**config.mk**
```make
export PLATFORM = sky130hd
export DESIGN_NAME = brs_boot_reset_sequencer
export DESIGN_NICKNAME = d
export VERILOG_FILES = /design/src/brs_pkg.sv /design/src/brs_boot_reset_sequencer.sv
export VERILOG_INCLUDE_DIRS = /design/src
export SDC_FILE = /design/constraint.sdc
export NUM_CORES = 1
export LEC_CHECK = 0
export BUFFER_PORTS_ARGS = -buffer_cell sky130_fd_sc_hd__buf_2
export CAP_MARGIN = 20
export CORE_MARGIN = 4
export CORE_UTILIZATION = 45
export DETAILED_ROUTE_END_ITERATION = 16
export PLACE_DENSITY = 0.73
export SKIP_LAST_GASP = 1
export SLEW_MARGIN = 25
export SYNTH_ARGS = -nofsm -noshare
export SYNTH_HDL_FRONTEND = slang
export SYNTH_SLANG_ARGS = --single-unit
```
**constraint.sdc**
```tcl
create_clock -name clk -period 4.8 [get_ports clk]
set_input_delay 0 -clock clk [delete_from_list [all_inputs] [get_ports clk]]
set_output_delay 0 -clock clk [all_outputs]
set_load 0.01 [all_outputs]
```
**src/brs_regs.svh**
```systemverilog
`ifndef BRS_REGS_SVH
`define BRS_REGS_SVH
// Behaviour
// RQ1: anti-aliasing filter on only in accelerometer high-performance mode.
// RQ2: accel low-pass cutoff is rate/2 in high-performance, 700 Hz in low-power.
// RQ3: gyro low-pass follows gyro rate, bypassed at 6667 Hz.
// RQ4: accel mode change applies only after current sample period ends.
// RQ5: gyro mode change applies only after current sample period ends.
// RQ6: host discards first samples after accel mode or rate change.
// RQ7: power-up boot loads trimming and finishes within 10 ms.
// RQ8: after power-up boot both sensors are in power-down.
// RQ9: no register access during boot; host does not rely on it.
// RQ10: reboot bit reloads trimming, control registers stay unchanged.
// RQ11: soft reset restores 01h, 02h, both routing registers, 10h to 19h.
// RQ12: soft reset completes within 50 us.
// RQ13: soft reset bit reads one while running, clears itself when done.
// RQ14: reboot bit reads one while reload runs, clears itself when done.
// RQ15: with boot routing set, pin A is high during boot, low after.
// RQ16: host powers down both sensors before reboot or soft reset.
// RQ17: host waits 10 ms, watches pin A, or polls the reboot bit.
// RQ18: host waits 50 us or polls soft reset bit until zero.
// RQ19: host never sets reboot and soft reset together; runs them serially.
// RQ20: host writes a non power-down accel rate to start acquisition.
// RQ21: in power-down configuration is kept and output data stops updating.
// RQ22: request bits self-clear at their own procedure end only; the soft reset end also clears a set reboot bit.

// register offsets
`define BRS_ADDR_FUNC_ACCESS 8'h01
`define BRS_ADDR_PIN_CONTROL 8'h02
`define BRS_ADDR_IRQ_ROUTE_A 8'h0D
`define BRS_ADDR_IRQ_ROUTE_B 8'h0E
`define BRS_ADDR_CTRL_FIRST  8'h10
`define BRS_ADDR_CTRL_LAST   8'h19
`define BRS_CTRL_COUNT       10
// control register indices from the first control register
`define BRS_IDX_ACCEL_RATE   0
`define BRS_IDX_GYRO_RATE    1
`define BRS_IDX_THIRD        2
`define BRS_IDX_ACCEL_MODE   5
`define BRS_IDX_GYRO_MODE    6
// field positions
`define BRS_RATE_MSB         7
`define BRS_RATE_LSB         4
`define BRS_BOOT_BIT         7
`define BRS_SRST_BIT         0
`define BRS_ACCEL_LP_BIT     4
`define BRS_GYRO_LP_BIT      7
`define BRS_ROUTE_BOOT_BIT   2
// rate codes
`define BRS_RATE_OFF         4'h0
`define BRS_RATE_6667        4'hA
// reset values
`define BRS_DEF_REG          8'h00
// timing
`define BRS_CLK_MHZ          250
`define BRS_BOOT_MAX_MS      10
`define BRS_SRST_MAX_US      50
`define BRS_BOOT_CYCLES      (`BRS_BOOT_MAX_MS * 1000 * `BRS_CLK_MHZ)
`define BRS_SRST_CYCLES      (`BRS_SRST_MAX_US * `BRS_CLK_MHZ)
`endif

```
**src/brs_pkg.sv**
```systemverilog
package brs_pkg;
  // sequencer states
  typedef enum logic [1:0] {
    S_POWERUP,
    S_IDLE,
    S_REBOOT,
    S_SRESET
  } brs_state_type;
  typedef logic [3:0] brs_rate_type;
  typedef logic [7:0] brs_byte_type;
endpackage

```
**src/brs_boot_reset_sequencer.sv**
```systemverilog
`include "brs_regs.svh"

module brs_boot_reset_sequencer import brs_pkg::*; #(
  parameter int BOOT_CYCLES = `BRS_BOOT_CYCLES,
  parameter int SRST_CYCLES = `BRS_SRST_CYCLES
) (
  // clock and reset
  input  wire logic         clk,
  input  wire logic         resetn,
  // register port
  input  wire logic [7:0]   regAddr,
  input  wire logic         regWrEn,
  input  wire logic         regRdEn,
  input  wire logic [7:0]   regWrData,
  output logic     [7:0]    regRdData,
  output logic              regAck,
  // sample chain timing
  input  wire logic         accelPeriodEnd,
  input  wire logic         gyroPeriodEnd,
  // accelerometer chain control
  output logic              accelAntiAliasEn,
  output logic              accelLpfHalfRate,
  output logic              accelLpf700,
  output logic              accelUpdateEn,
  // gyroscope chain control
  output logic     [3:0]    gyroLpfRate,
  output logic              gyroLpfBypass,
  output logic              gyroUpdateEn,
  // trimming and pin
  output logic              trimReload,
  output logic              irqPinA
);

  localparam int MAXC = (BOOT_CYCLES > SRST_CYCLES) ? BOOT_CYCLES : SRST_CYCLES;
  localparam int CW   = $clog2(MAXC + 1);

  // refuse counts the sequencer cannot serve
  if (BOOT_CYCLES < 2 || SRST_CYCLES < 1) begin : gBadCounts
    $error("boot count needs two cycles and reset count one");
  end

  logic          rstMeta;
  logic          rstn;
  brs_state_type state;
  logic [CW-1:0] count;
  brs_byte_type  funcAccess;
  brs_byte_type  pinControl;
  brs_byte_type  irqRouteA;
  brs_byte_type  irqRouteB;
  brs_byte_type  ctrl [`BRS_CTRL_COUNT];
  brs_rate_type  accelRateEff;
  brs_rate_type  gyroRateEff;
  logic          accelLpEff;
  logic          gyroLpEff;
  logic          lastCycle;
  logic          bootDone;
  logic          srstDone;
  logic          access;
  logic          wrHit3;

  // true when an address falls in the control register group
  function automatic logic isCtrl(input logic [7:0] a);
    return (a >= `BRS_ADDR_CTRL_FIRST) && (a <= `BRS_ADDR_CTRL_LAST);
  endfunction

  // index of a control register
  function automatic int ctrlIdx(input logic [7:0] a);
    return int'(a - `BRS_ADDR_CTRL_FIRST);
  endfunction

  // reset release through two flops
  always_ff @(posedge clk or negedge resetn) begin
    if (!resetn) begin
      rstMeta <= 1'b0;
      rstn    <= 1'b0;
    end else begin
      rstMeta <= 1'b1;
      rstn    <= rstMeta;
    end
  end

  // request decode and procedure ends
  // RQ9: no access in boot
  assign access    = (regWrEn || regRdEn) && (state != S_POWERUP);
  assign lastCycle = (state == S_REBOOT) ? (count == CW'(BOOT_CYCLES - 1))
                                         : (count == CW'(SRST_CYCLES - 1));
  assign bootDone  = (state == S_REBOOT) && lastCycle;
  assign srstDone  = (state == S_SRESET) && lastCycle;
  assign wrHit3    = access && regWrEn
                     && (regAddr == `BRS_ADDR_CTRL_FIRST + 8'(`BRS_IDX_THIRD));

  // sequencer state and duration counter
  always_ff @(posedge clk or negedge rstn) begin
    if (!rstn) begin
      state <= S_POWERUP;
      count <= '0;
    end else begin
      case (state)
        // RQ7: bounded power-up boot
        S_POWERUP: begin
          if (count == CW'(BOOT_CYCLES - 1)) begin
            state <= S_IDLE;
            count <= '0;
          end else begin
            count <= count + CW'(1);
          end
        end
        S_IDLE: begin
          count <= '0;
          if (ctrl[`BRS_IDX_THIRD][`BRS_BOOT_BIT]) begin
            state <= S_REBOOT;
          end else if (ctrl[`BRS_IDX_THIRD][`BRS_SRST_BIT]) begin
            state <= S_SRESET;
          end
        end
        // RQ12: bounded soft reset
        S_REBOOT, S_SRESET: begin
          if (lastCycle) begin
            state <= S_IDLE;
            count <= '0;
          end else begin
            count <= count + CW'(1);
          end
        end
        default: begin
          state <= S_IDLE;
          count <= '0;
        end
      endcase
    end
  end

  // access select, pin control and routing registers
  // RQ11: defaults on soft reset end
  always_ff @(posedge clk or negedge rstn) begin
    if (!rstn) begin
      funcAccess <= `BRS_DEF_REG;
      pinControl <= `BRS_DEF_REG;
      irqRouteA  <= `BRS_DEF_REG;
      irqRouteB  <= `BRS_DEF_REG;
    end else begin
      // defaults first, a write to the same place in that cycle overrides
      if (srstDone) begin
        funcAccess <= `BRS_DEF_REG;
        pinControl <= `BRS_DEF_REG;
        irqRouteA  <= `BRS_DEF_REG;
        irqRouteB  <= `BRS_DEF_REG;
      end
      if (access && regWrEn) begin
        if (regAddr == `BRS_ADDR_FUNC_ACCESS) funcAccess <= regWrData;
        if (regAddr == `BRS_ADDR_PIN_CONTROL) pinControl <= regWrData;
        if (regAddr == `BRS_ADDR_IRQ_ROUTE_A) irqRouteA  <= regWrData;
        if (regAddr == `BRS_ADDR_IRQ_ROUTE_B) irqRouteB  <= regWrData;
      end
    end
  end

  // control registers, request bits self-clear, a set beats the clear
  always_ff @(posedge clk or negedge rstn) begin
    if (!rstn) begin
      for (int i = 0; i < `BRS_CTRL_COUNT; i++) begin
        ctrl[i] <= `BRS_DEF_REG;
      end
    end else begin
      for (int i = 0; i < `BRS_CTRL_COUNT; i++) begin
        // RQ11: group restored
        if (srstDone) ctrl[i] <= `BRS_DEF_REG;
        if (access && regWrEn && isCtrl(regAddr) && ctrlIdx(regAddr) == i) begin
          ctrl[i] <= regWrData;
        end
      end
      // RQ14: reboot bit held
      if (state == S_REBOOT && !bootDone) begin
        ctrl[`BRS_IDX_THIRD][`BRS_BOOT_BIT] <= 1'b1;
      end else if (bootDone && !(wrHit3 && regWrData[`BRS_BOOT_BIT])) begin
        // RQ10: only the request bit changes
        ctrl[`BRS_IDX_THIRD][`BRS_BOOT_BIT] <= 1'b0;
      end
      // RQ13: soft reset bit held
      if (state == S_SRESET && !srstDone) begin
        ctrl[`BRS_IDX_THIRD][`BRS_SRST_BIT] <= 1'b1;
      end else if (srstDone) begin
        // RQ22: set wins over clear
        ctrl[`BRS_IDX_THIRD][`BRS_SRST_BIT] <= wrHit3 && regWrData[`BRS_SRST_BIT];
      end
    end
  end

  // register read port with one-cycle answer
  always_ff @(posedge clk or negedge rstn) begin
    if (!rstn) begin
      regAck    <= 1'b0;
      regRdData <= 8'h00;
    end else begin
      regAck <= access;
      if (access && regRdEn) begin
        if (isCtrl(regAddr)) regRdData <= ctrl[ctrlIdx(regAddr)];
        else if (regAddr == `BRS_ADDR_FUNC_ACCESS) regRdData <= funcAccess;
        else if (regAddr == `BRS_ADDR_PIN_CONTROL) regRdData <= pinControl;
        else if (regAddr == `BRS_ADDR_IRQ_ROUTE_A) regRdData <= irqRouteA;
        else if (regAddr == `BRS_ADDR_IRQ_ROUTE_B) regRdData <= irqRouteB;
        else regRdData <= 8'h00; // unmapped reads zero
      end
    end
  end

  // accelerometer effective mode and filter controls
  // RQ4: change at period end
  always_ff @(posedge clk or negedge rstn) begin
    if (!rstn) begin
      accelRateEff     <= `BRS_RATE_OFF;
      accelLpEff       <= 1'b0;
      accelAntiAliasEn <= 1'b0;
      accelLpfHalfRate <= 1'b0;
      accelLpf700      <= 1'b0;
      accelUpdateEn    <= 1'b0;
    end else if (accelPeriodEnd || accelRateEff == `BRS_RATE_OFF) begin
      accelRateEff <= ctrl[`BRS_IDX_ACCEL_RATE][`BRS_RATE_MSB:`BRS_RATE_LSB];
      accelLpEff   <= ctrl[`BRS_IDX_ACCEL_MODE][`BRS_ACCEL_LP_BIT];
      // RQ21: power-down freezes output
      accelUpdateEn <= ctrl[`BRS_IDX_ACCEL_RATE][`BRS_RATE_MSB:`BRS_RATE_LSB]
                       != `BRS_RATE_OFF;
      // RQ1: filter in high-performance
      accelAntiAliasEn <= (ctrl[`BRS_IDX_ACCEL_RATE][`BRS_RATE_MSB:`BRS_RATE_LSB]
                           != `BRS_RATE_OFF) && !ctrl[`BRS_IDX_ACCEL_MODE][`BRS_ACCEL_LP_BIT];
      // RQ2: cutoff by mode
      accelLpfHalfRate <= (ctrl[`BRS_IDX_ACCEL_RATE][`BRS_RATE_MSB:`BRS_RATE_LSB]
                           != `BRS_RATE_OFF) && !ctrl[`BRS_IDX_ACCEL_MODE][`BRS_ACCEL_LP_BIT];
      accelLpf700      <= (ctrl[`BRS_IDX_ACCEL_RATE][`BRS_RATE_MSB:`BRS_RATE_LSB]
                           != `BRS_RATE_OFF) && ctrl[`BRS_IDX_ACCEL_MODE][`BRS_ACCEL_LP_BIT];
    end
  end

  // gyroscope effective mode and filter controls
  // RQ5: change at period end
  always_ff @(posedge clk or negedge rstn) begin
    if (!rstn) begin
      gyroRateEff   <= `BRS_RATE_OFF;
      gyroLpEff     <= 1'b0;
      gyroLpfRate   <= `BRS_RATE_OFF;
      gyroLpfBypass <= 1'b0;
      gyroUpdateEn  <= 1'b0;
    end else if (gyroPeriodEnd || gyroRateEff == `BRS_RATE_OFF) begin
      gyroRateEff  <= ctrl[`BRS_IDX_GYRO_RATE][`BRS_RATE_MSB:`BRS_RATE_LSB];
      gyroLpEff    <= ctrl[`BRS_IDX_GYRO_MODE][`BRS_GYRO_LP_BIT];
      gyroLpfRate  <= ctrl[`BRS_IDX_GYRO_RATE][`BRS_RATE_MSB:`BRS_RATE_LSB];
      // RQ21: power-down freezes output
      gyroUpdateEn <= ctrl[`BRS_IDX_GYRO_RATE][`BRS_RATE_MSB:`BRS_RATE_LSB]
                      != `BRS_RATE_OFF;
      // RQ3: bypass at top rate
      gyroLpfBypass <= ctrl[`BRS_IDX_GYRO_RATE][`BRS_RATE_MSB:`BRS_RATE_LSB]
                       == `BRS_RATE_6667;
    end
  end

  // trimming reload strobe and boot status on pin A
  // RQ15: boot status routed
  always_ff @(posedge clk or negedge rstn) begin
    if (!rstn) begin
      trimReload <= 1'b0;
      irqPinA    <= 1'b0;
    end else begin
      trimReload <= (state == S_POWERUP && count != CW'(BOOT_CYCLES - 1))
                    || (state == S_REBOOT && !bootDone);
      irqPinA    <= ((state == S_POWERUP && count != CW'(BOOT_CYCLES - 1))
                    || (state == S_REBOOT && !bootDone))
                    && irqRouteA[`BRS_ROUTE_BOOT_BIT];
    end
  end

  // run-length counters read only by the checks below
  logic [CW:0] reloadRun;
  logic [CW:0] srstRun;
  always_ff @(posedge clk or negedge rstn) begin
    if (!rstn) begin
      reloadRun <= '0;
      srstRun   <= '0;
    end else begin
      reloadRun <= trimReload ? reloadRun + (CW+1)'(1) : '0;
      srstRun   <= (state == S_SRESET) ? srstRun + (CW+1)'(1) : '0;
    end
  end
endmodule

```
==> summary.md <==
| Metric | Value |
|---|---|
| Synth Flop Type | `dfrtp_1` |
| Post-synth EDFFs | `0` |
| TritonCTS sink count | `~160` |
| CTS tree | `yes` |
| Synth Area in XOR/XNOR | `2.253%` |
| # hold bufs at CTS | `13` |
| Total Die Area | `between 15,000 and 20,000 um^2` |
| Register area | `roughly 4000 um^2` |
| First-pass GRT wire length | `~32,000 um` |
| Area contributors post-synth | `dfrtp_1 52%, nand2_1 7.0%, a22o_1 5.3%, o21ai_0 4.1%, mux4_2 3.8%` |
| Final GP Congestion | `between 0.9 and 1` |
| Share of cells above drive strength 1 | `between 10% and 20%` |
| HPWL Detailed | `~13,000 um` |
| Commonest non-fill, non-tap cell in the layout | `dfrtp_1` |
| Footprint of the multi-input gates | `~3500 um^2` |
| CP Max Fanout | `32` |
| Fin Setup TNS | `0 ns` |
| GRT Overall Usage | `between 20% and 30%` |
| WP data arrival | `approximately 3.2 ns` |
| Grt ovf | `0` |
| CTS HTree Levels | `4` |
| Post-Syn Nets | `around 790` |
| Setup violators final | `0` |
| Ports | `between 40 and 50` |
| Async SR Flop Fraction | `100.0%` |
| Total wirelength of the detailed-routed design | `around 20,000 um` |
| Clk_lat worst skew | `around 0.43 ns` |
| Cell taking the most area after synthesis | `dfrtp_1` |
| Yosys top cell area share | `52.14%` |
| Clock-pin slew on the worst setup and hold paths | `around 0.07 ns` |
| Synth Area in Adders | `0.1609%` |
| Leak | `0.003983 uW` |
| Met1 usage | `28.91%` |
| Starting Density | `a little under half` |
| Crit. End Element | `flip-flop` |
| Layout overhead on the synthesized area | `13.87%` |
| Worst Tran Pin Value | `~0.91 ns` |
| Die Height | `around 140 um` |
| DR pass1 iterations | `5` |
| CTS Root Buffer Type | `clkbuf_16` |
| Hold path cells | `3` |
| Combinational Power Share | `approximately 7.7%` |
| Post-synthesis register bit count | `between 150 and 200` |
| Hold Path Class | `in2reg` |
| Unrepaired setup endpoints after global routing | `no` |
| Psw | `roughly 760 uW` |
| Grt peak-use layer | `met2` |
| Pre-CTS WS | `~1.9 ns` |
| Worst Skew | `approximately 0.0077 ns` |
| FF-to-FF path depth | `6` |
| Cell Area, Synth | `just under 8000 um^2` |
| Post-CTS resize count | `0` |
| Status | `complete, no violations` |
| Core Util, Final | `roughly 53%` |
| Vias in the first global route | `between 5,000 and 6,000` |
| Setup ws final | `roughly 1.9 ns` |
| Post-synthesis mux area share | `7.644%` |
| M3 GR Usage | `4.254%` |
| Residual DRC count | `0` |
| Compound-Gate Fraction of Synth Area | `between 10% and 20%` |
| Max Cap Viol | `0` |
| Most frequent cells in the layout | `161 x dfrtp_1, 144 x nand2_1, 64 x o21ai_0, 51 x nor2_1, 47 x a22o_1` |
| FMAX | `between 300 and 400 MHz` |
| Main combinational cell family by area after synthesis | `simple AND/OR/NAND/NOR gates` |
| Slew HR | `around 39%` |
| Synth warn | `0` |
| Simple-Gate Fraction of Synth Area | `between 10% and 20%` |
| Cell Int Power | `between 2000 and 2500 uW` |
| Final min period | `slightly below 3 ns` |
| Reg power frac | `between 40% and 50%` |
| Max-slew violation count | `0` |
| Design Power | `approximately 3100 uW` |
| Number of diodes | `0` |
| Mapped Cells | `between 700 and 800` |
| CTS Buf Count | `17` |
| Syn Area/Cell | `10.12 um^2` |
| Row cnt | `47` |
| Pwr dens | `approximately 350 nW/um^2` |
| Largest net degree at the start of global routing | `86` |
| Met2 usage | `roughly a third` |
| ANT nets after route | `0` |
| Final Hold Violating Endpoints | `0` |
| Fin crit share | `around three fifths` |
| Share of the yosys chip area belonging to registers | `a little over half` |
| WL/cell | `just under 20 um` |
| Routed via count divided by cell count | `around 6` |
| # port buffers | `42` |
| Via count | `~6,100` |
| Clock share of power | `~45%` |
| Clock buffer depth | `2` |
| Final layout net count | `825` |
| # Post-CTS Setup Buffers | `0` |
| Initial antenna violation count | `0` |
| Critical path type | `reg2reg` |
| # fillers | `~1,500` |
| Unique cell type count in the Yosys netlist | `58` |
| Worst setup SP type | `flip-flop` |
| Die Wd | `about 140 um` |
| 1st-iter DRT viols | `about 510` |
| WP data required | `between 5 and 6 ns` |
| Switch share | `approximately a quarter` |
| Core ar. | `16,760 um^2` |
| Worst VDD drop | `roughly 0.00026 V` |
## critical path, cell delays in order (launching register included)
cell and delay [ns]:
dfrtp_1 0.42, nor4_1 0.45, nor4bb_1 0.40, nand4_1 0.72
buf_4 0.52, nand2_1 0.12, o21ai_0 0.08
## sequential cells by signal, indices dropped and copies added (netlist names)
register / flops
accelLpf700: 1
accelLpfHalfRate: 1
accelRateEff: 4
accelUpdateEn: 1
count: 22
ctrl: 80
funcAccess: 8
gyroLpfBypass: 1
gyroRateEff: 4
gyroUpdateEn: 1
irqPinA: 1
irqRouteA: 8
irqRouteB: 8
pinControl: 8
regAck: 1
regRdData: 8
rstMeta: 1
rstn: 1
state: 2
trimReload: 1
## synthesized netlist by cell type, types with 5 or more instances
library cell    n
xor2_1          9
nand4_1         8
o22ai_1         5
nor3_1          7
a21oi_1         8
buf_2          14
mux2i_1        20
a22oi_1        16
mux2_2          9
a22o_1         47
nand3_1        29
inv_1           6
nand2_1       144
nand2b_1       11
nor2b_1         9
clkbuf_1       27
nor4_1         13
dfrtp_1       162
xnor2_1        11
and3_1          7
mux4_2         13
a211oi_1        8
o21ai_0        64
o31ai_1         8
nor2_1         53
and2_1          8
## metal layers
| layer | vias to the layer above | wire, um |
|---|---|---|
| met5 | - | 0 |
| met4 | 0 | 370 |
| met3 | 35 | 1231 |
| met2 | 225 | 9506 |
| met1 | 3044 | 8863 |
| li1 | 2832 | - |
## metrics by stage
step,cells,cell area [um^2],hold slack (ns)
2_1_floorplan,768,7776,-0.2956
3_3_place_gp,989,8105,-0.2135
3_5_place_dp,989,8105,-0.2120
4_1_cts,1034,8828,0.01003
5_1_grt,1035,8853,0.02385
6_report,1035,8853,0.02567
## logic make-up (layout without fill, tap and decap cells)
group,Yosys count,in the layout
and+or+nand+nor,312,312
AOI/OAI and AO/OA,176,176
DFF,162,162
buffers and inverters,54,101
muxes,42,42
xor gates and xnor gates,20,20
adders and majority gates,1,1
other,1,1
## cell type report
cell class / instances / area share [%]
inverter: 6 / 0.2544
tap: 220 / 3.109
clock inverter: 13 / 1.696
timing repair buffer: 63 / 4.805
multi-input combinational: 552 / 39.30
clock buffer: 19 / 5.003
sequential: 162 / 45.83
## power groups by stage
stage	logic [uW]	clock network (uW)	registers, uW
after global routing	259	1440	1480
after detailed placement	219	0	1500
after global placement	214	0	1500
after floorplan	135	0	1500
after CTS	228	1390	1470
final	235	1370	1470
## final timing paths
check                                           to  slack [ns]                start
max                           ctrl[23]$_DFFE_PN0P_        1.91  count[11]$_DFF_PN0_
min                        funcAccess[7]$_DFF_PN0_        0.03         regWrData[7]
max reg2reg                   ctrl[23]$_DFFE_PN0P_        1.91  count[11]$_DFF_PN0_
min reg2reg                    count[10]$_DFF_PN0_        0.33       rstn$_DFF_PN0_
max in group asynchronous     ctrl[44]$_DFFE_PN0P_        3.62       rstn$_DFF_PN0_
min in group asynchronous      count[10]$_DFF_PN0_        0.33       rstn$_DFF_PN0_
No activity file was read; power rests on OpenSTA's default activity.
